[src/design/hssi_pkg.sv]
// Overview of operation
// - uart runs at 115.2 kbit/s after reset until reprogrammed.
// - rate is ref/(div+1) if exponent zero, else ref/(div+33)/2^(exp-1).
// - code 7a gives 115.2 kbit/s, 15 gives 1228.8 kbit/s, error under 1.5 percent.
// - uart character is start 0, eight data bits lsb first, stop 1, no parity.
// - uart read is command byte then one returned byte, only while trigger high.
// - uart write is command byte then data byte; command byte echoed back.
// - data byte is accepted even while the echo is still being sent.
// - i2c port is slave only, standard, fast and fast-plus rates.
// - i2c slave never holds the clock line low.
// - general call address ignored; no device identification read.
// - high-speed master code not answered; no high-speed operation.
// - no clock generation and no arbitration in the i2c port.
// - spike filters on clock and data enabled when i2c is selected.
// - data line changes only while clock low, stable while clock high.
// - start is data falling with clock high, stop is data rising with clock high.
// - repeated start handled exactly like start, bus stays busy.
// - i2c bytes msb first, each followed by acknowledge, unlimited count.
// - byte transmitter releases data on ack pulse; receiver holds it low.
// - on master not-acknowledge the slave transmitter releases the data line.
// - slave address is 01010 plus two bits from pins or stored configuration.
// - write frame is address, register pointer, data; pointer advances except fifo.
// - read uses pointer from prior write; successive locations except fifo.
package hssi_pkg;
  localparam logic [7:0] BAUD_RESET = 8'h7a;
  localparam int EXP_MSB = 7;
  localparam int EXP_LSB = 5;
  localparam int DIV_MSB = 4;
  localparam int DIV_LSB = 0;
  localparam int PER_W = 13;
  localparam logic [12:0] DIV_OFS0 = 13'h0001;
  localparam logic [12:0] DIV_OFS1 = 13'h0021;
  localparam logic [7:0] BAUD_ADDR = 8'h3b;
  localparam logic [7:0] FIFO_ADDR = 8'h05;
  localparam logic [4:0] I2C_ADDR_HI = 5'h0a;
  localparam int RW_BIT = 0;
  localparam logic [16:0] REF_KHZ = 17'h069f0;
  localparam logic [16:0] MCLK_KHZ = 17'h09c40;
  localparam int MCLK_PERIOD_NS = 25;
  localparam int SPIKE_NS = 50;
  localparam int SPIKE_CYC = (SPIKE_NS + MCLK_PERIOD_NS - 1) / MCLK_PERIOD_NS;
  localparam logic [3:0] DATA_LAST = 4'h7;
  localparam logic [3:0] FRAME_LAST = 4'h9;
  localparam logic [3:0] I2C_BITS = 4'h8;
  localparam logic [1:0] KIND_ADDR = 2'h0;
  localparam logic [1:0] KIND_REG = 2'h1;
  localparam logic [1:0] KIND_DATA = 2'h2;
endpackage : hssi_pkg

[src/design/hssi_baud.sv]
`timescale 1ns/1ps
// counts reference-clock enables down to one bit period
module hssi_baud #(
  parameter int PER_W = hssi_pkg::PER_W
) (
  input wire logic mclk_i, // system clock
  input wire logic nrst_i, // async reset, active low
  input wire logic ref_en_i, // reference rate enable
  input wire logic [PER_W-1:0] period_i, // bit period in reference cycles
  input wire logic restart_i, // reload the counter
  input wire logic half_i, // reload with half a period
  output logic tick_o // one-cycle pulse per period
);
  logic [PER_W-1:0] cnt_reg;

  if (PER_W < 2)
  begin : g_chk
    $error("hssi_baud: PER_W too small");
  end

  // restart wins over counting so the first period is exact
  always_ff @(posedge mclk_i or negedge nrst_i)
  begin
    if (!nrst_i)
    begin
      cnt_reg <= '0;
      tick_o <= 1'b0;
    end
    else
    begin
      tick_o <= 1'b0;
      if (restart_i)
        cnt_reg <= half_i ? (period_i >> 1) : period_i;
      else if (ref_en_i)
      begin
        if (cnt_reg <= PER_W'(1))
        begin
          tick_o <= 1'b1;
          cnt_reg <= period_i;
        end
        else
          cnt_reg <= cnt_reg - PER_W'(1);
      end
    end
  end
endmodule : hssi_baud

[src/design/hssi_top.sv]
`timescale 1ns/1ps
// host serial slave port: uart and i2c register access
module hssi_top #(
  parameter int SPIKE_CYC = hssi_pkg::SPIKE_CYC
) (
  input wire logic mclk_i, // 40 mhz clock
  input wire logic nrst_i, // async reset, active low
  input wire logic if_i2c_i, // 1 selects i2c, 0 selects uart
  input wire logic uart_rx_i, // uart receive line
  output logic uart_tx_o, // uart transmit line
  input wire logic host_pin_three_trigger_i, // read enable trigger
  input wire logic scl_i, // i2c clock input
  input wire logic sda_i, // i2c data input
  output logic sda_o, // i2c data output level
  output logic sda_oe_o, // high while pulling data low
  input wire logic [1:0] adr_sel_i, // address bits from pins
  input wire logic [1:0] adr_cfg_i, // address bits from stored config
  input wire logic adr_use_cfg_i, // 1 takes stored address bits
  output logic [7:0] reg_addr_o, // register address
  output logic [7:0] reg_wdata_o, // register write data
  output logic reg_we_o, // write strobe
  output logic reg_re_o, // read strobe
  input wire logic [7:0] reg_rdata_i, // read data, cycle after strobe
  output logic [7:0] uart_baud_rate_o // baud register contents
);
  typedef enum logic [3:0] {
    RX_IDLE = 4'b0001,
    RX_START = 4'b0010,
    RX_DATA = 4'b0100,
    RX_STOP = 4'b1000
  } hssi_rx_t;
  typedef enum logic [4:0] {
    I_IDLE = 5'b00001,
    I_RECV = 5'b00010,
    I_RACK = 5'b00100,
    I_SEND = 5'b01000,
    I_TACK = 5'b10000
  } hssi_i2c_t;

  logic [16:0] ref_acc_reg;
  logic ref_en_reg;
  logic [7:0] baud_reg;
  logic [7:0] baud_act_reg;
  logic [12:0] period;
  logic rx_tick, tx_tick;
  logic rx_rst_reg, tx_rst_reg;
  hssi_rx_t rx_state_reg;
  logic [2:0] rx_cnt_reg;
  logic [7:0] rx_sh_reg;
  logic rx_done_reg;
  logic tx_busy_reg, tx_load_reg;
  logic [9:0] tx_sh_reg;
  logic [3:0] tx_cnt_reg;
  logic [7:0] tx_byte_reg;
  logic u_phase_reg;
  logic [6:0] u_addr_reg;
  logic [7:0] u_wdata_reg;
  logic u_rd_req_reg, u_wr_req_reg;
  logic rd_req, wr_req;
  logic [7:0] acc_addr, acc_wdata;
  logic [1:0] rd_pipe_reg;
  logic rd_loc_reg, rd_done_reg;
  logic [7:0] rd_data_reg;
  logic [1:0] raw;
  logic [1:0] filt_reg;
  logic scl_q, sda_q, scl_rise, scl_fall, i_start, i_stop;
  hssi_i2c_t i_state_reg;
  logic [3:0] i_cnt_reg;
  logic [7:0] i_sh_reg, i_tsh_reg, i_ptr_reg, i_addr_reg, i_wdata_reg;
  logic [1:0] i_kind_reg;
  logic i_rw_reg, i_rd_req_reg, i_wr_req_reg;

  if (SPIKE_CYC < 1 || SPIKE_CYC > 15)
  begin : g_chk
    $error("hssi_top: SPIKE_CYC out of range");
  end

  // bit period in reference cycles from exponent and divisor
  function automatic logic [12:0] baud_period(input logic [7:0] v);
    logic [12:0] dv;
    dv = 13'(v[hssi_pkg::DIV_MSB:hssi_pkg::DIV_LSB]);
    if (v[hssi_pkg::EXP_MSB:hssi_pkg::EXP_LSB] == 3'h0)
      baud_period = dv + hssi_pkg::DIV_OFS0;
    else
      baud_period = 13'((dv + hssi_pkg::DIV_OFS1) << (v[hssi_pkg::EXP_MSB:hssi_pkg::EXP_LSB] - 3'h1));
  endfunction : baud_period

  // pointer step, held on the fifo location
  function automatic logic [7:0] ptr_step(input logic [7:0] p);
    ptr_step = (p == hssi_pkg::FIFO_ADDR) ? p : p + 8'h01;
  endfunction : ptr_step

  // fractional divider makes 27.12 mhz enables from the 40 mhz clock
  always_ff @(posedge mclk_i or negedge nrst_i)
  begin
    if (!nrst_i)
    begin
      ref_acc_reg <= '0;
      ref_en_reg <= 1'b0;
    end
    else if (ref_acc_reg + hssi_pkg::REF_KHZ >= hssi_pkg::MCLK_KHZ)
    begin
      ref_acc_reg <= ref_acc_reg + hssi_pkg::REF_KHZ - hssi_pkg::MCLK_KHZ;
      ref_en_reg <= 1'b1;
    end
    else
    begin
      ref_acc_reg <= ref_acc_reg + hssi_pkg::REF_KHZ;
      ref_en_reg <= 1'b0;
    end
  end

  // baud register; a new rate takes effect only between characters
  always_ff @(posedge mclk_i or negedge nrst_i)
  begin
    if (!nrst_i)
    begin
      baud_reg <= hssi_pkg::BAUD_RESET;
      baud_act_reg <= hssi_pkg::BAUD_RESET;
      uart_baud_rate_o <= hssi_pkg::BAUD_RESET;
    end
    else
    begin
      if (wr_req && acc_addr == hssi_pkg::BAUD_ADDR)
        baud_reg <= acc_wdata;
      if (!tx_busy_reg && !tx_load_reg && rx_state_reg == RX_IDLE)
        baud_act_reg <= baud_reg;
      uart_baud_rate_o <= baud_reg;
    end
  end

  assign period = baud_period(baud_act_reg);

  hssi_baud #(
    .PER_W(hssi_pkg::PER_W)
  ) u_rx_baud (
    .mclk_i(mclk_i),
    .nrst_i(nrst_i),
    .ref_en_i(ref_en_reg),
    .period_i(period),
    .restart_i(rx_rst_reg),
    .half_i(1'b1),
    .tick_o(rx_tick)
  );

  hssi_baud #(
    .PER_W(hssi_pkg::PER_W)
  ) u_tx_baud (
    .mclk_i(mclk_i),
    .nrst_i(nrst_i),
    .ref_en_i(ref_en_reg),
    .period_i(period),
    .restart_i(tx_rst_reg),
    .half_i(1'b0),
    .tick_o(tx_tick)
  );

  // uart receiver, samples mid-bit after a half-period start check
  always_ff @(posedge mclk_i or negedge nrst_i)
  begin
    if (!nrst_i)
    begin
      rx_state_reg <= RX_IDLE;
      rx_cnt_reg <= '0;
      rx_sh_reg <= '0;
      rx_rst_reg <= 1'b0;
      rx_done_reg <= 1'b0;
    end
    else
    begin
      rx_rst_reg <= 1'b0;
      rx_done_reg <= 1'b0;
      unique case (rx_state_reg)
        RX_IDLE:
          if (!if_i2c_i && !uart_rx_i)
          begin
            rx_rst_reg <= 1'b1;
            rx_state_reg <= RX_START;
          end
        RX_START:
          if (rx_tick && !rx_rst_reg)
          begin
            rx_cnt_reg <= '0;
            rx_state_reg <= uart_rx_i ? RX_IDLE : RX_DATA;
          end
        RX_DATA:
          if (rx_tick)
          begin
            rx_sh_reg <= {uart_rx_i, rx_sh_reg[7:1]};
            rx_cnt_reg <= rx_cnt_reg + 3'h1;
            if (rx_cnt_reg == hssi_pkg::DATA_LAST[2:0])
              rx_state_reg <= RX_STOP;
          end
        RX_STOP:
          if (rx_tick)
          begin
            rx_done_reg <= uart_rx_i;
            rx_state_reg <= RX_IDLE;
          end
      endcase
    end
  end

  // uart command handling: read on trigger, write with address echo
  always_ff @(posedge mclk_i or negedge nrst_i)
  begin
    if (!nrst_i)
    begin
      u_phase_reg <= 1'b0;
      u_addr_reg <= '0;
      u_wdata_reg <= '0;
      u_rd_req_reg <= 1'b0;
      u_wr_req_reg <= 1'b0;
      tx_load_reg <= 1'b0;
      tx_byte_reg <= '0;
    end
    else
    begin
      u_rd_req_reg <= 1'b0;
      u_wr_req_reg <= 1'b0;
      tx_load_reg <= 1'b0;
      if (rd_done_reg && !if_i2c_i)
      begin
        tx_load_reg <= 1'b1;
        tx_byte_reg <= rd_data_reg;
      end
      else if (rx_done_reg && !u_phase_reg)
      begin
        u_addr_reg <= rx_sh_reg[7:1];
        if (rx_sh_reg[hssi_pkg::RW_BIT])
          u_rd_req_reg <= host_pin_three_trigger_i;
        else
        begin
          u_phase_reg <= 1'b1;
          tx_load_reg <= 1'b1;
          tx_byte_reg <= rx_sh_reg;
        end
      end
      else if (rx_done_reg)
      begin
        u_wr_req_reg <= 1'b1;
        u_wdata_reg <= rx_sh_reg;
        u_phase_reg <= 1'b0;
      end
    end
  end

  // uart transmitter: start bit, eight bits lsb first, stop bit
  always_ff @(posedge mclk_i or negedge nrst_i)
  begin
    if (!nrst_i)
    begin
      tx_busy_reg <= 1'b0;
      tx_sh_reg <= '1;
      tx_cnt_reg <= '0;
      tx_rst_reg <= 1'b0;
      uart_tx_o <= 1'b1;
    end
    else
    begin
      tx_rst_reg <= 1'b0;
      if (tx_load_reg && !tx_busy_reg)
      begin
        tx_sh_reg <= {1'b1, tx_byte_reg, 1'b0};
        tx_cnt_reg <= '0;
        tx_busy_reg <= 1'b1;
        tx_rst_reg <= 1'b1;
        uart_tx_o <= 1'b0;
      end
      else if (tx_busy_reg && tx_tick && !tx_rst_reg)
      begin
        if (tx_cnt_reg == hssi_pkg::FRAME_LAST)
        begin
          tx_busy_reg <= 1'b0;
          uart_tx_o <= 1'b1;
        end
        else
        begin
          tx_sh_reg <= {1'b1, tx_sh_reg[9:1]};
          uart_tx_o <= tx_sh_reg[1];
          tx_cnt_reg <= tx_cnt_reg + 4'h1;
        end
      end
    end
  end

  // register access port shared by the selected interface
  assign rd_req = if_i2c_i ? i_rd_req_reg : u_rd_req_reg;
  assign wr_req = if_i2c_i ? i_wr_req_reg : u_wr_req_reg;
  assign acc_addr = if_i2c_i ? i_addr_reg : {1'b0, u_addr_reg};
  assign acc_wdata = if_i2c_i ? i_wdata_reg : u_wdata_reg;

  always_ff @(posedge mclk_i or negedge nrst_i)
  begin
    if (!nrst_i)
    begin
      reg_addr_o <= '0;
      reg_wdata_o <= '0;
      reg_we_o <= 1'b0;
      reg_re_o <= 1'b0;
      rd_pipe_reg <= '0;
      rd_loc_reg <= 1'b0;
      rd_data_reg <= '0;
      rd_done_reg <= 1'b0;
    end
    else
    begin
      reg_re_o <= rd_req && acc_addr != hssi_pkg::BAUD_ADDR;
      reg_we_o <= wr_req && acc_addr != hssi_pkg::BAUD_ADDR;
      if (rd_req || wr_req)
        reg_addr_o <= acc_addr;
      if (wr_req)
        reg_wdata_o <= acc_wdata;
      if (rd_req)
        rd_loc_reg <= acc_addr == hssi_pkg::BAUD_ADDR;
      rd_pipe_reg <= {rd_pipe_reg[0], rd_req};
      if (rd_pipe_reg[1])
        rd_data_reg <= rd_loc_reg ? baud_reg : reg_rdata_i;
      rd_done_reg <= rd_pipe_reg[1];
    end
  end

  // spike suppression on clock and data while i2c is selected
  assign raw = {sda_i, scl_i};

  for (genvar g = 0; g < 2; g++)
  begin : g_filt
    logic [3:0] cnt_reg;
    always_ff @(posedge mclk_i or negedge nrst_i)
    begin
      if (!nrst_i)
      begin
        filt_reg[g] <= 1'b1;
        cnt_reg <= '0;
      end
      else if (!if_i2c_i || raw[g] == filt_reg[g])
        cnt_reg <= '0;
      else if (cnt_reg == 4'(SPIKE_CYC))
      begin
        filt_reg[g] <= raw[g];
        cnt_reg <= '0;
      end
      else
        cnt_reg <= cnt_reg + 4'h1;
    end
  end

  // edge and condition detection on the filtered lines
  always_ff @(posedge mclk_i or negedge nrst_i)
  begin
    if (!nrst_i)
    begin
      scl_q <= 1'b1;
      sda_q <= 1'b1;
    end
    else
    begin
      scl_q <= filt_reg[0];
      sda_q <= filt_reg[1];
    end
  end

  assign scl_rise = filt_reg[0] && !scl_q;
  assign scl_fall = !filt_reg[0] && scl_q;
  assign i_start = filt_reg[0] && scl_q && sda_q && !filt_reg[1];
  assign i_stop = filt_reg[0] && scl_q && !sda_q && filt_reg[1];

  // i2c slave: only pulls data low, never touches the clock
  always_ff @(posedge mclk_i or negedge nrst_i)
  begin
    if (!nrst_i)
    begin
      i_state_reg <= I_IDLE;
      i_cnt_reg <= '0;
      i_sh_reg <= '0;
      i_tsh_reg <= '0;
      i_ptr_reg <= '0;
      i_addr_reg <= '0;
      i_wdata_reg <= '0;
      i_kind_reg <= hssi_pkg::KIND_ADDR;
      i_rw_reg <= 1'b0;
      i_rd_req_reg <= 1'b0;
      i_wr_req_reg <= 1'b0;
      sda_oe_o <= 1'b0;
      sda_o <= 1'b0;
    end
    else
    begin
      i_rd_req_reg <= 1'b0;
      i_wr_req_reg <= 1'b0;
      sda_o <= 1'b0; // open drain
      if (!if_i2c_i || i_stop)
      begin
        i_state_reg <= I_IDLE;
        sda_oe_o <= 1'b0;
      end
      else if (i_start)
      begin
        i_state_reg <= I_RECV;
        i_cnt_reg <= '0;
        i_kind_reg <= hssi_pkg::KIND_ADDR;
        sda_oe_o <= 1'b0;
      end
      else
        unique case (i_state_reg)
          I_IDLE: ;
          I_RECV:
            if (scl_rise && i_cnt_reg != hssi_pkg::I2C_BITS)
            begin
              i_sh_reg <= {i_sh_reg[6:0], filt_reg[1]};
              i_cnt_reg <= i_cnt_reg + 4'h1;
            end
            else if (scl_fall && i_cnt_reg == hssi_pkg::I2C_BITS)
            begin
              if (i_kind_reg == hssi_pkg::KIND_ADDR)
              begin
                if (i_sh_reg[7:1] == {hssi_pkg::I2C_ADDR_HI, adr_use_cfg_i ? adr_cfg_i : adr_sel_i})
                begin
                  i_rw_reg <= i_sh_reg[hssi_pkg::RW_BIT];
                  sda_oe_o <= 1'b1;
                  i_state_reg <= I_RACK;
                  i_rd_req_reg <= i_sh_reg[hssi_pkg::RW_BIT];
                  i_addr_reg <= i_ptr_reg;
                end
                else
                  i_state_reg <= I_IDLE;
              end
              else if (i_kind_reg == hssi_pkg::KIND_REG)
              begin
                i_ptr_reg <= i_sh_reg;
                sda_oe_o <= 1'b1;
                i_state_reg <= I_RACK;
              end
              else
              begin
                i_wr_req_reg <= 1'b1;
                i_addr_reg <= i_ptr_reg;
                i_wdata_reg <= i_sh_reg;
                i_ptr_reg <= ptr_step(i_ptr_reg);
                sda_oe_o <= 1'b1;
                i_state_reg <= I_RACK;
              end
            end
          I_RACK:
            if (scl_fall)
            begin
              i_cnt_reg <= '0;
              if (i_kind_reg == hssi_pkg::KIND_ADDR && i_rw_reg)
              begin
                i_tsh_reg <= rd_data_reg;
                sda_oe_o <= !rd_data_reg[7];
                i_state_reg <= I_SEND;
              end
              else
              begin
                sda_oe_o <= 1'b0;
                i_kind_reg <= (i_kind_reg == hssi_pkg::KIND_ADDR) ? hssi_pkg::KIND_REG : hssi_pkg::KIND_DATA;
                i_state_reg <= I_RECV;
              end
            end
          I_SEND:
            if (scl_rise)
              i_cnt_reg <= i_cnt_reg + 4'h1;
            else if (scl_fall && i_cnt_reg == hssi_pkg::I2C_BITS)
            begin
              sda_oe_o <= 1'b0;
              i_state_reg <= I_TACK;
            end
            else if (scl_fall)
            begin
              i_tsh_reg <= {i_tsh_reg[6:0], 1'b0};
              sda_oe_o <= !i_tsh_reg[6];
            end
          I_TACK:
            if (scl_rise && filt_reg[1])
              i_state_reg <= I_IDLE;
            else if (scl_rise)
            begin
              i_ptr_reg <= ptr_step(i_ptr_reg);
              i_addr_reg <= ptr_step(i_ptr_reg);
              i_rd_req_reg <= 1'b1;
            end
            else if (scl_fall)
            begin
              i_cnt_reg <= '0;
              i_tsh_reg <= rd_data_reg;
              sda_oe_o <= !rd_data_reg[7];
              i_state_reg <= I_SEND;
            end
        endcase
    end
  end
endmodule : hssi_top

[config.mk]
export PLATFORM = sky130hd
export DESIGN_NAME = hssi_top
export DESIGN_NICKNAME = d
export VERILOG_FILES = /design/src/design/hssi_pkg.sv /design/src/design/hssi_baud.sv /design/src/design/hssi_top.sv
export SDC_FILE = /design/constraint.sdc
export NUM_CORES = 1
export LEC_CHECK = 0
export BUFFER_PORTS_ARGS = -buffer_cell sky130_fd_sc_hd__buf_2
export CAP_MARGIN = 5
export CORE_MARGIN = 5
export CORE_UTILIZATION = 55
export DETAILED_ROUTE_END_ITERATION = 12
export GPL_TIMING_DRIVEN = 0
export PLACE_DENSITY = 0.73
export SLEW_MARGIN = 40
export SYNTH_ARGS = -nofsm -noshare
export SYNTH_HDL_FRONTEND = slang
export SYNTH_SLANG_ARGS = --single-unit
[constraint.sdc]
create_clock -name mclk_i -period 5.4 [get_ports mclk_i]
set_clock_uncertainty 0.1 [all_clocks]
set_input_delay 0.54 -clock mclk_i [delete_from_list [all_inputs] [get_ports mclk_i]]
set_output_delay 0.54 -clock mclk_i [all_outputs]
set_load 0.05 [all_outputs]
Yosys cells after proc, flatten, opt, wreduce, memory -nomap -nowiden
Cells that the tools add are included.

Add/subtract/negate cells: 13. $lt $le $gt $ge: 3. Equal/unequal tests: 60. Shifts and indexed selects: 1. Multiplexer cells: 147. Bitwise gates (word level): 9. Reduce and logical (&&, ||, !) cells: 76.

Operators with widths (number): two-way mux 8 bit (18); two-way mux 13 bit (7); two-way mux 4 bit (19); two-way mux 1 bit (61); two-way mux 7 bit (8); two-way mux 5 bit (11); inequality test 4 bit, second input constant (9); inequality test 2 bit, second input constant (17); one-hot mux 4 bit (4 select lines) (2); one-hot mux 8 bit (2 select lines) (2); two-way mux 10 bit (3); less-or-equal comparator 13 x 1 -> 1 bit, second input constant (2); subtractor 13 x 1 -> 13 bit, second input constant (2); logical AND 1 bit (23); one-hot mux 7 bit (3 select lines) (1); inequality test 5 bit, second input constant (4); one-hot mux 5 bit (4 select lines) (1); nonzero test 2 bit (10); inequality test 3 bit, second input constant (6); adder 17 x 15 -> 17 bit, second input constant (1); >= comparator 17 x 16 -> 1 bit, second input constant (1); two-way mux 17 bit (1); subtractor 17 x 16 -> 17 bit, second input constant (1); adder 4 x 1 -> 4 bit, second input constant (4); 45 further kinds (95).

Bits in registers: 227. Input port bits: 20.

Logic depth before layout (Yosys ltp)
Gate-level depths: netlist (run 1).

Word-level depth: 9. Depth in mapped cells: 11. Gate-level depth less buffers: 10.

By module
Synthesis (run 1) repeated with hierarchy kept, for this count alone.

Cells, all modules: 1251. Area, all modules: 12256.8 µm².

By module, submodules not included: hssi_top (times used 1, cells an instance 988, area each 9922.0 µm², seq. area each 4867.2 µm²); hssi_baud at u_rx_baud (times used 1, cells an instance 131, area each 1178.6 µm², seq. area each 350.3 µm²); hssi_baud at u_tx_baud (times used 1, cells an instance 132, area each 1156.1 µm², seq. area each 350.3 µm²).

Least setup slack after synthesis (run 1)
No wires, ideal clock.

Path type: register to register. Start point: register baud_act_reg[5]. End point: register u_rx_baud.cnt_reg[5]. Data arrival time: 2.681 ns. Path slack: 2.552 ns. Cell stages (with the launch flop): 11. Period minus slack after synthesis: 2.848 ns. Path through: dfstp_2 -> clkinv_1 -> ha_1 -> clkbuf_1 -> a21boi_0 -> o22ai_1 -> o21ai_0 -> a31oi_1 -> o21a_1 -> a2111oi_0 -> a311o_1.

Word-level cells in the longest chain between the ends: 6.

Ends and longest elaborated chain: from (decl) (RTL line hssi_top.sv:43) `logic [7:0] baud_act_reg;`; from (signal assigned) (RTL line hssi_top.sv:119) `baud_act_reg <= hssi_pkg::BAUD_RESET;`; from (signal assigned) (RTL line hssi_top.sv:127) `baud_act_reg <= baud_reg;`; subtractor 3 x 1 -> 3 bit (RTL line hssi_top.sv:85) `baud_period = 13'((dv + hssi_pkg::DIV_OFS1) << (v[hssi_pkg::EXP_MSB:hssi_pkg::EXP_LSB] - 3'h1));`; left shift 7 x 3 -> 13 bit (RTL line hssi_top.sv:85); two-way mux 13 bit * (RTL line hssi_top.sv:82) `if (v[hssi_pkg::EXP_MSB:hssi_pkg::EXP_LSB] == 3'h0)`; two-way mux 13 bit (RTL line hssi_baud.sv:36) `if (cnt_reg <= PER_W'(1))`; two-way mux 13 bit (RTL line hssi_baud.sv:34) `else if (ref_en_i)`; two-way mux 13 bit * (RTL line hssi_baud.sv:32) `if (restart_i)`; to (signal assigned) (RTL line hssi_baud.sv:33) `cnt_reg <= half_i ? (period_i >> 1) : period_i;`; to (signal assigned) (RTL line hssi_baud.sv:39) `cnt_reg <= period_i;`; to (signal assigned) (RTL line hssi_baud.sv:42) `cnt_reg <= cnt_reg - PER_W'(1);`; to (decl) (RTL line hssi_baud.sv:14) `logic [PER_W-1:0] cnt_reg;`.

Every way passes the cells marked *; elsewhere a longest branch is shown, timed or not. The select of a mux whose other input is x is not followed. A chain may end at the register's enable or synchronous reset.

Final worst setup path (run 1)
Start point: register baud_act_reg[5]. End point: register u_rx_baud.cnt_reg[4].

Same word-level chain as after synthesis.

==> impl_metrics.csv, run 1 <==
group,metric,value,unit
run_status,status,"complete, no violations",
routing,drc,0,
synthesis,synth_edf_count,0,
routing,viasPerCell,6.124,
floorplan,initial_util,0.5601,
power,pwr_total,4511,µW
synthesis,synthArstFlopShare,1.000,
synthesis,yosys.area_share.simple,0.1749,
synthesis,mapped_area,11780,µm²
grt,global_route_wire_length_before_repair,47.30,mm
final_layout,share_of_post_route_cells_with_drive_strength_above_1,0.1801,
grt,met2_usage,0.3684,
power,peakVddDrop,0.0002263,V
sta,timing.final.max_slew_violations,0,
cts,h-tree-depth,1,
synthesis,syn_inst,1200,
cts,path_clk_slew,0.06,ns
sta,worst_pin_slew,0.7689,ns
critical_path,cp.arrival,3.79,ns
cts,numCtsBuffers,24,
sta,finalCritPeriodShare,0.6519,
final_layout,area_growth_syn_to_layout,13.35,%
synthesis,yosys.area_share.xor_xnor,0.02901,
critical_path,critical_path_class,"reg -> reg",
grt,maximum_number_of_pins_on_one_net_before_global_route_repair,70,
grt,grt-busiest-layer,"met2",
power,power_density,338.0,nW/µm²
grt,use_met1,0.3426,
critical_path,regToRegStartpoint,"baud_act_reg[5]",
grt,grt_overflow_total,0,
cts,worst_skew_pair.late_latency,0.51,ns
grt,global_route.usage.met3,0.02931,
routing,drt-initial-drc-count,985,
cts,clock_tree_from_tritoncts,"done",
critical_path,cp-startpoint,"baud_act_reg[5]",
routing,detail_route.first_pass.iterations,6,
placed_design,place_congestion,0.8959,
synthesis,synth-warning-count,0,
placed_design,port_buffers,46,
cts,ctsResizeCount,0,
sta,unrepaired_setup_endpoints_after_global_routing,"no",
synthesis,synth.net_count,1243,
cts,clkSinkCount,221,
cts,ctsLongestPathBuffers,3,
synthesis,postSynthAreaPerCell,9.813,µm²
floorplan,die_height,156.3,µm
floorplan,top_level_ports,49,
critical_path,regToRegSetupSlack,1.88,ns
floorplan,num_rows,53,
flow_run,cap_violations,0,
sta,fin_crit,3.520,ns
routing,vias,9608,
sta,maxSlewHeadroom,0.4874,
synthesis,yosys-mux-area-fraction,0.1025,
sta,maximum_operating_frequency,284.1,MHz
synthesis,compound_gate_portion_of_the_synthesized_area,0.1623,
floorplan,floorplan.die_area,24440,µm²
critical_path,worstSetupEndpoint,"u_rx_baud.cnt_reg[4]",
floorplan,core-area,21020,µm²
critical_path,cp-start-kind,"flip-flop",
synthesis,synth_ff_type,"dfrtp_1",
power,p_leak,0.005888,µW
critical_path,rr_worst_depth,10,
floorplan,die_width,156.3,µm
synthesis,post_synth_fa_ha_maj_area_fraction,0.02444,
critical_path,critical_path_required,5.67,ns
worst_hold_path,hp-class,"in -> reg",
final_layout,antenna_cells_inserted,0,
placed_design,dp_cells,1524,
critical_path,cp-end-kind,"flip-flop",
routing,wl_per_cell,18.25,µm
routing,detail_route_antenna_nets,0,
final_layout,final_util,0.6349,
cts,clockRootBuffer,"clkbuf_16",
final_layout,fill_cells,1730,
synthesis,dominant_combinational_cell_family_by_area_after_synthesis,"simple AND/OR/NAND/NOR gates",
critical_path,worst-path-max-fanout,10,
sta,finalSetupViolCount,0,
critical_path,r2r_end,"u_rx_baud.cnt_reg[4]",
synthesis,synth_seq_cells,221,
sta,hold_viol_final,0,
synthesis,synth_seq_area_share,0.4729,
grt,grt_util_all_layers,0.2329,
synthesis,post_synth_num_cell_types,85,
routing,drt-total-wl,28.64,mm
final_layout,finish.net_count,1319,
placed_design,detailed_place_hpwl,20.48,mm
final_layout,final_cells,1569,
grt,grt_pass1_vias,9210,
grt,grt_antenna_before_repair,0,
==> per-layer routing <==
layer	part of all wire	routed length (µm)
met1	0.46	13160
met2	0.46	13220
met3	0.051	1453
met4	0.028	803
met5	0	0
==> critical path, stage by stage (launching register included) <==
cell and delay, ns:
dfstp_2 0.54, clkinv_1 0.23, ha_1 0.44, clkbuf_1 0.24
a21boi_0 0.19, o22ai_1 0.44, nor4_1 0.09, o41ai_1 0.46
mux2i_1 0.26, a311oi_1 0.31, a21oi_1 0.08
==> logic make-up after synthesis <==
| kind of cell | Yosys count |
|---|---|
| mux | 111 |
| simple gates | 408 |
| buf+inv | 98 |
| other cells | 1 |
| fa+ha+maj | 23 |
| flops | 221 |
| compound gates | 299 |
| xor+xnor | 39 |
==> worst min-delay path by stage <==
stage,start,endpoint,slack (ns),cells after the start
after global placement,rd_pipe_reg[0],rd_pipe_reg[1],0.24,0
after CTS,uart_rx_i,rx_rst_reg,0.15,2
final,uart_rx_i,rx_rst_reg,0.16,2
after global routing,uart_rx_i,rx_rst_reg,0.17,2
after detailed placement,rd_pipe_reg[0],rd_pipe_reg[1],0.24,0
after floorplan,nrst_i,baud_act_reg[0],0.14,0
==> synthesized netlist by cell type, types with 9 or more instances <==
cell / number / area (µm²)
nor2b_1: 14 / 87.58
a21oi_1: 90 / 450.4
nor3_1: 34 / 170.2
a31oi_1: 19 / 118.9
nor2_1: 134 / 503.0
dfstp_2: 30 / 788.3
inv_1: 31 / 116.4
nand2b_1: 19 / 118.9
mux2i_1: 43 / 430.4
mux2_2: 67 / 754.5
o21ai_0: 73 / 365.4
nand2_1: 90 / 337.8
ha_1: 23 / 287.8
xnor2_1: 24 / 210.2
and3_1: 11 / 68.82
clkbuf_1: 47 / 176.4
dfrtp_1: 191 / 4780
o22ai_1: 11 / 68.82
xor2_1: 15 / 131.4
nand3_1: 27 / 135.1
or2_2: 9 / 56.30
o211ai_1: 9 / 67.56
==> what timing repair did <==
item,4_1_cts,5_1_grt
hold endpoints to repair,31,0
setup endpoints to repair,0,0
setup buffers,0,0
hold buffers,1,0
==> where the power goes <==
group | internal (µW) | switching (µW)
registers | 1830 | 171
logic | 331 | 417
clock network | 1080 | 686
total | 3240 | 1270
==> layout by cell type (no fill, tap or decap), types with 9 or more instances in the layout <==
cell,instances
o211ai_1,9
a31oi_1,19
and3_1,11
mux2_2,67
nor2b_1,14
inv_1,31
o22ai_1,11
dfstp_2,30
a21oi_1,90
mux2i_1,43
clkbuf_16,25
buf_2,50
or2_2,9
xor2_1,15
xnor2_1,24
dfrtp_1,191
clkbuf_1,47
nor2_1,134
o21ai_0,73
nor3_1,32
nand2b_1,19
nand3_1,27
nand2_1,90
ha_1,23
==> cell type report <==
cell class / count / area (µm²) / area share
Buffer: 63 / 265.3 / 0.01987
Inverter: 35 / 131.4 / 0.009843
Multi-Input combinational cell: 881 / 5839 / 0.4375
Clock buffer: 28 / 666.9 / 0.04997
Timing Repair Buffer: 50 / 332.8 / 0.02494
Tap cell: 275 / 344.1 / 0.02578
Sequential cell: 221 / 5568 / 0.4172
Clock inverter: 16 / 198.9 / 0.01491
==> metrics by stage <==
stage	setup WS, ns	instance area [µm²]	setup TNS [ns]	hold WS (ns)
global placement	-0.09193	12350	-14.51	0.2359
floorplan	2.552	11780	0	0.1444
detailed placement	1.918	12460	0	0.2434
global route	1.659	13350	0	0.1684
CTS	1.928	13340	0	0.1486
finish	1.880	13350	0	0.1557
Power figures use the tool's default switching activity.
==> inputs of run 2 (changes only) <==
==> constraint.sdc (replaced) <==
create_clock -name mclk_i -period 3.6 [get_ports mclk_i]
set_clock_uncertainty 0.1 [all_clocks]
set_input_delay 0.36 -clock mclk_i [delete_from_list [all_inputs] [get_ports mclk_i]]
set_output_delay 0.36 -clock mclk_i [all_outputs]
set_load 0.05 [all_outputs]
==> impl_metrics.csv, run 2 (synthesized netlist as in run 1, its figures left out) <==
group,metric,value,unit
routing,wl_per_cell,18.21,µm
final_layout,share_of_post_route_cells_with_drive_strength_above_1,0.1813,
sta,timing.final.max_slew_violations,0,
placed_design,place_congestion,0.8959,
final_layout,final_cell_area,13370,µm²
sta,sum_neg_setup_slack,0,ns
flow_run,cap_violations,0,
floorplan,core-area,21020,µm²
placed_design,port_buffers,46,
cts,post-cts-setup-buffer-count,0,
routing,detail_route.first_pass.iterations,5,
floorplan,floorplan.die_area,24440,µm²
grt,grt_util_all_layers,0.2328,
routing,drc,0,
routing,viasPerCell,6.136,
critical_path,cp-start-kind,"flip-flop",
critical_path,critical_path.cell_chain,"clkinv_1 > ha_1 > clkbuf_2 > a21boi_0 > o22ai_1 > nor4_1 > o41ai_1 > mux2i_1 > a311oi_1 > a21oi_1",
placed_design,postPlaceCellArea,12460,µm²
cts,path_clk_slew,0.06,ns
cts,h-tree-depth,1,
critical_path,timing.critical_path.buf_inv,2,
sta,finalSetupViolCount,0,
routing,drt-initial-drc-count,844,
final_layout,area_growth_syn_to_layout,13.57,%
floorplan,die_height,156.3,µm
cts,numCtsBuffers,24,
floorplan,top_level_ports,49,
power,power_density,506.2,nW/µm²
sta,unrepaired_setup_endpoints_after_global_routing,"no",
power,sequentialPowerShare,0.443,
power,clkPwrFrac,0.391,
cts,worst_skew_pair.late_latency,0.51,ns
power,p_sw_frac,0.2825,
grt,grt_pass1_vias,9210,
cts,clkSinkCount,221,
sta,maximum_operating_frequency,291.7,MHz
critical_path,worst-path-max-fanout,10,
sta,fin_crit,3.428,ns
cts,ctsLongestPathBuffers,3,
sta,hold-worst-slack,0.03389,ns
final_layout,fill_cells,1730,
routing,vias,9640,
critical_path,critical_path_required,3.87,ns
routing,drt-total-wl,28.61,mm
critical_path,cp.arrival,3.70,ns
routing,detail_route_antenna_nets,0,
critical_path,cp-end-kind,"flip-flop",
floorplan,initial_util,0.5601,
placed_design,detailed_place_hpwl,20.48,mm
power,peakVddDrop,0.0003395,V
final_layout,finish.net_count,1321,
sta,hold_viol_final,0,
power,p_switching,1913,µW
critical_path,critical_path_class,"reg -> reg",
power,combinational_power_share,0.166,
critical_path,critPathMaxStageDelay,0.54,ns
grt,grt_antenna_before_repair,0,
critical_path,cp_slowest_cell,"dfstp_2",
sta,finalCritPeriodShare,0.9524,
grt,maximum_number_of_pins_on_one_net_before_global_route_repair,70,
power,p_leak,0.005901,µW
power,pwr_total,6770,µW
power,p_int,4857,µW
floorplan,die_width,156.3,µm
sta,worst_pin_slew,0.7854,ns
floorplan,num_rows,53,
final_layout,antenna_cells_inserted,0,
grt,global_route_wire_length_before_repair,47.29,mm
critical_path,path_delay_family,"compound AO/OA/AOI/OAI gates",
run_status,status,"complete, no violations",
worst_hold_path,hp-class,"in -> reg",
cts,clock_tree_from_tritoncts,"done",
final_layout,final_common_cell,"dfrtp_1",
final_layout,leading_cell_types_in_the_layout_fill_and_taps_excluded,"dfrtp_1 (191), nor2_1 (134), a21oi_1 (90), nand2_1 (90), o21ai_0 (73)",
cts,clockRootBuffer,"clkbuf_16",
sta,maxSlewHeadroom,0.4764,
grt,grt_overflow_total,0,
-- run 2: cell count changes in the layout (fill, tap and decap cells not counted), sizes merged --
cell / change
dlygate4sd3: +2
-- run 2: final cells by class --
| class | instances | area [µm²] | area share |
|---|---|---|---|
| clock buffer | 28 | 666.9 | 0.04987 |
| buffer | 63 | 266.5 | 0.01993 |
| tap | 275 | 344.1 | 0.02573 |
| multi-input combinational | 881 | 5844 | 0.4370 |
| inverter | 35 | 131.4 | 0.009824 |
| sequential | 221 | 5568 | 0.4164 |
| clock inverter | 16 | 198.9 | 0.01488 |
| timing repair buffer | 52 | 352.8 | 0.02638 |
-- run 2: routing by layer --
layer  vias to the layer above  GRT usage  part of all wire
li1                       4477          -                 -
met1                      4759     0.3424              0.46
met2                       345     0.3684              0.46
met3                        59    0.02931             0.056
met4                         0    0.06074             0.028
met5                         -          0                 0
-- run 2: worst register-to-register path: stages, from the launching register on --
cell	delay [ns]
dfstp_2	0.54
clkinv_1	0.24
ha_1	0.44
clkbuf_2	0.22
a21boi_0	0.17
o22ai_1	0.41
nor4_1	0.09
o41ai_1	0.45
mux2i_1	0.25
a311oi_1	0.31
a21oi_1	0.08
-- run 2: final timing paths --
path / startpoint / end / slack (ns) / depth (start not counted)
max: baud_act_reg[5] / u_rx_baud.cnt_reg[4] / 0.17 / 10
min: scl_i / filt_reg[0] / 0.03 / 2
max reg2reg: baud_act_reg[5] / u_rx_baud.cnt_reg[4] / 0.17 / 10
min reg2reg: rd_pipe_reg[0] / rd_pipe_reg[1] / 0.26 / 0
max in group asynchronous: nrst_i / baud_act_reg[5] / 2.46 / 3
min in group asynchronous: nrst_i / i_tsh_reg[3] / 0.24 / 2
-- run 2: metrics by stage --
stage	setup slack (ns)	utilization	std cells
4_1_cts	0.1279	0.6353	1571
3_3_place_gp	-1.712	0.5875	1521
6_report	0.1715	0.6362	1571
3_5_place_dp	0.1180	0.5927	1524
2_1_floorplan	0.7517	-	1200
5_1_grt	0.03846	0.6362	1571
-- run 2: power by group through the flow --
| stage | sequential, µW | clock (µW) | combinational [µW] |
|---|---|---|---|
| global placement | 3010 | 0 | 1060 |
| floorplan | 2980 | 0 | 839 |
| finish | 3000 | 2650 | 1120 |
| CTS | 2990 | 2690 | 1120 |
| detailed placement | 3030 | 0 | 1110 |
| global route | 3030 | 2790 | 1270 |
-- run 2: repair_timing --
item / CTS / global route
endpoints found under the hold margin: 52 / 0
endpoints found under the setup margin: 0 / 5
resized for setup: 0 / 3
hold buffers: 3 / 0
==> inputs of run 3 (changes only) <==
--- a/config.mk
+++ b/config.mk
@@ -5,13 +5,14 @@
 export SDC_FILE = /design/constraint.sdc
 export NUM_CORES = 1
 export LEC_CHECK = 0
-export BUFFER_PORTS_ARGS = -buffer_cell sky130_fd_sc_hd__buf_2
+export ABC_CLOCK_PERIOD_IN_PS = 3600
 export CAP_MARGIN = 5
 export CORE_MARGIN = 5
 export CORE_UTILIZATION = 55
 export DETAILED_ROUTE_END_ITERATION = 12
+export DONT_BUFFER_PORTS = 1
 export GPL_TIMING_DRIVEN = 0
-export PLACE_DENSITY = 0.73
+export PLACE_DENSITY = 0.71
 export SLEW_MARGIN = 40
 export SYNTH_ARGS = -nofsm -noshare
 export SYNTH_HDL_FRONTEND = slang
==> impl_metrics.csv, run 3 (synthesized netlist as in run 1, its figures left out) <==
group,metric,value,unit
cts,postCtsHoldBufs,12,
floorplan,initial_util,0.5601,
final_layout,final_common_cell,"dfrtp_1",
critical_path,cp-end-kind,"flip-flop",
grt,grt_overflow_total,0,
floorplan,die_height,156.3,µm
grt,global_route.usage.met3,0.03595,
floorplan,die_width,156.3,µm
grt,grt_pass1_vias,9115,
sta,fin_crit,3.333,ns
critical_path,cp-start-kind,"flip-flop",
cts,worst_skew_pair.late_latency,0.52,ns
sta,maximum_operating_frequency,300.1,MHz
routing,drt-total-wl,28.10,mm
critical_path,worst-path-max-fanout,9,
grt,met2_usage,0.3651,
final_layout,share_of_post_route_cells_with_drive_strength_above_1,0.1417,
sta,finalSetupViolCount,0,
routing,detail_route.first_pass.iterations,5,
sta,maxSlewHeadroom,0.4654,
power,power_density,499.6,nW/µm²
final_layout,fill_cells,1749,
floorplan,floorplan.die_area,24440,µm²
final_layout,finish.net_count,1281,
critical_path,rr_worst_depth,9,
sta,sum_neg_setup_slack,0,ns
cts,numCtsBuffers,24,
grt,grt_util_all_layers,0.2319,
flow_run,cap_violations,0,
floorplan,core-area,21020,µm²
grt,grt-busiest-layer,"met2",
cts,h-tree-depth,1,
cts,clock_tree_from_tritoncts,"done",
sta,unrepaired_setup_endpoints_after_global_routing,"no",
sta,hold-worst-slack,-0.5623,ns
cts,ctsLongestPathBuffers,3,
routing,drc,0,
sta,finalCritPeriodShare,0.9258,
critical_path,critical_path_class,"reg -> reg",
run_status,failed_checks,"negative hold slack",
critical_path,regToRegSetupSlack,0.27,ns
routing,wl_per_cell,18.34,µm
critical_path,cp.arrival,3.61,ns
placed_design,port_buffers,0,
sta,timing.final.max_slew_violations,0,
worst_hold_path,hp-class,"in -> async",
placed_design,place_congestion,0.8876,
power,p_leak,0.005639,µW
grt,use_met1,0.3331,
critical_path,critical_path_required,3.87,ns
final_layout,area_growth_syn_to_layout,10.96,%
cts,clkSinkCount,221,
grt,grt_antenna_before_repair,1,
run_status,status,"finished, violations left",
floorplan,num_rows,53,
power,peakVddDrop,0.0003722,V
routing,vias,9297,
routing,drt-initial-drc-count,810,
routing,viasPerCell,6.069,
grt,global_route_wire_length_before_repair,46.87,mm
placed_design,detailed_place_hpwl,19.42,mm
floorplan,top_level_ports,49,
grt,maximum_number_of_pins_on_one_net_before_global_route_repair,222,
final_layout,leading_cell_types_in_the_layout_fill_and_taps_excluded,"dfrtp_1 (191), nor2_1 (134), a21oi_1 (90), nand2_1 (90), o21ai_0 (73)",
sta,hold_viol_final,221,
routing,detail_route_antenna_nets,0,
cts,clockRootBuffer,"clkbuf_16",
cts,path_clk_slew,0.06,ns
sta,worst_pin_slew,0.8018,ns
==> run 3: cell count changes in the layout (fill, tap and decap cells not counted), sizes merged <==
cell,before,now
buf,65,16
dlygate4sd3,3,12
clkbuf,75,83
clkinv,12,8
bufinv,4,2
clkinvlp,3,1
diode,0,1
==> run 3: worst paths after layout <==
| kind | startpoint | endpoint |
|---|---|---|
| hold reg to reg | rd_pipe_reg[0] | rd_pipe_reg[1] |
| max in group asynchronous | nrst_i | filt_reg[1] |
| min in group mclk_i | sda_i | g_filt[1].cnt_reg[1] |
| hold / removal | nrst_i | tx_cnt_reg[2] |
| setup / recovery | baud_act_reg[5] | u_rx_baud.cnt_reg[4] |
| setup reg to reg | baud_act_reg[5] | u_rx_baud.cnt_reg[4] |
==> run 3: layer usage <==
layer | vias up | wire length [µm]
met4 | 0 | 829
li1 | 4404 | -
met5 | - | 0
met2 | 289 | 12900
met3 | 64 | 1604
met1 | 4540 | 12760
==> run 3: stage by stage <==
step | utilization | std cells | power, µW | setup WS (ns) | cell area [µm²]
2_1_floorplan | - | 1200 | 3816 | 0.7517 | 11780
3_3_place_gp | 0.5765 | 1475 | 4010 | 0.1660 | 12120
3_5_place_dp | 0.5773 | 1475 | 4061 | 0.1457 | 12140
4_1_cts | 0.6207 | 1531 | 6562 | 0.1017 | 13050
5_1_grt | 0.6215 | 1532 | 6856 | 0.09859 | 13070
6_report | 0.6215 | 1532 | 6527 | 0.2672 | 13070
==> run 3: report_power, final <==
part | total, µW | internal, µW | leakage [µW] | switching [µW]
logic | 1040 | 483 | 0.00246 | 557
registers | 3010 | 2740 | 0.00279 | 271
clock network | 2480 | 1470 | 0.000389 | 1010
==> run 3: worst max-delay path, cell delays in order (launching register included) <==
cell	delay [ns]
dfstp_2	0.57
clkinvlp_4	0.19
ha_2	0.42
mux2_2	0.35
o22ai_2	0.30
nor4_1	0.08
o41ai_1	0.52
mux2i_1	0.26
a311oi_1	0.33
a21oi_1	0.08
==> run 3: area by class of cell <==
cell class,count,area (µm²),area share
Multi-Input combinational cell,881,5838,0.4469
Sequential cell,221,5568,0.4262
Clock buffer,36,685.7,0.05248
Tap cell,275,344.1,0.02634
Buffer,63,266.5,0.02040
Inverter,35,135.1,0.01034
Timing Repair Buffer,12,120.1,0.009194
Clock inverter,8,105.1,0.008044
Antenna cell,1,2.502,0.0001915
==> run 3: what timing repair did <==
item / in CTS / in global routing
setup endpoints to repair: 0 / 6
gates resized for setup: 0 / 6
setup buffers: 0 / 0
hold endpoints to repair: 237 / 221
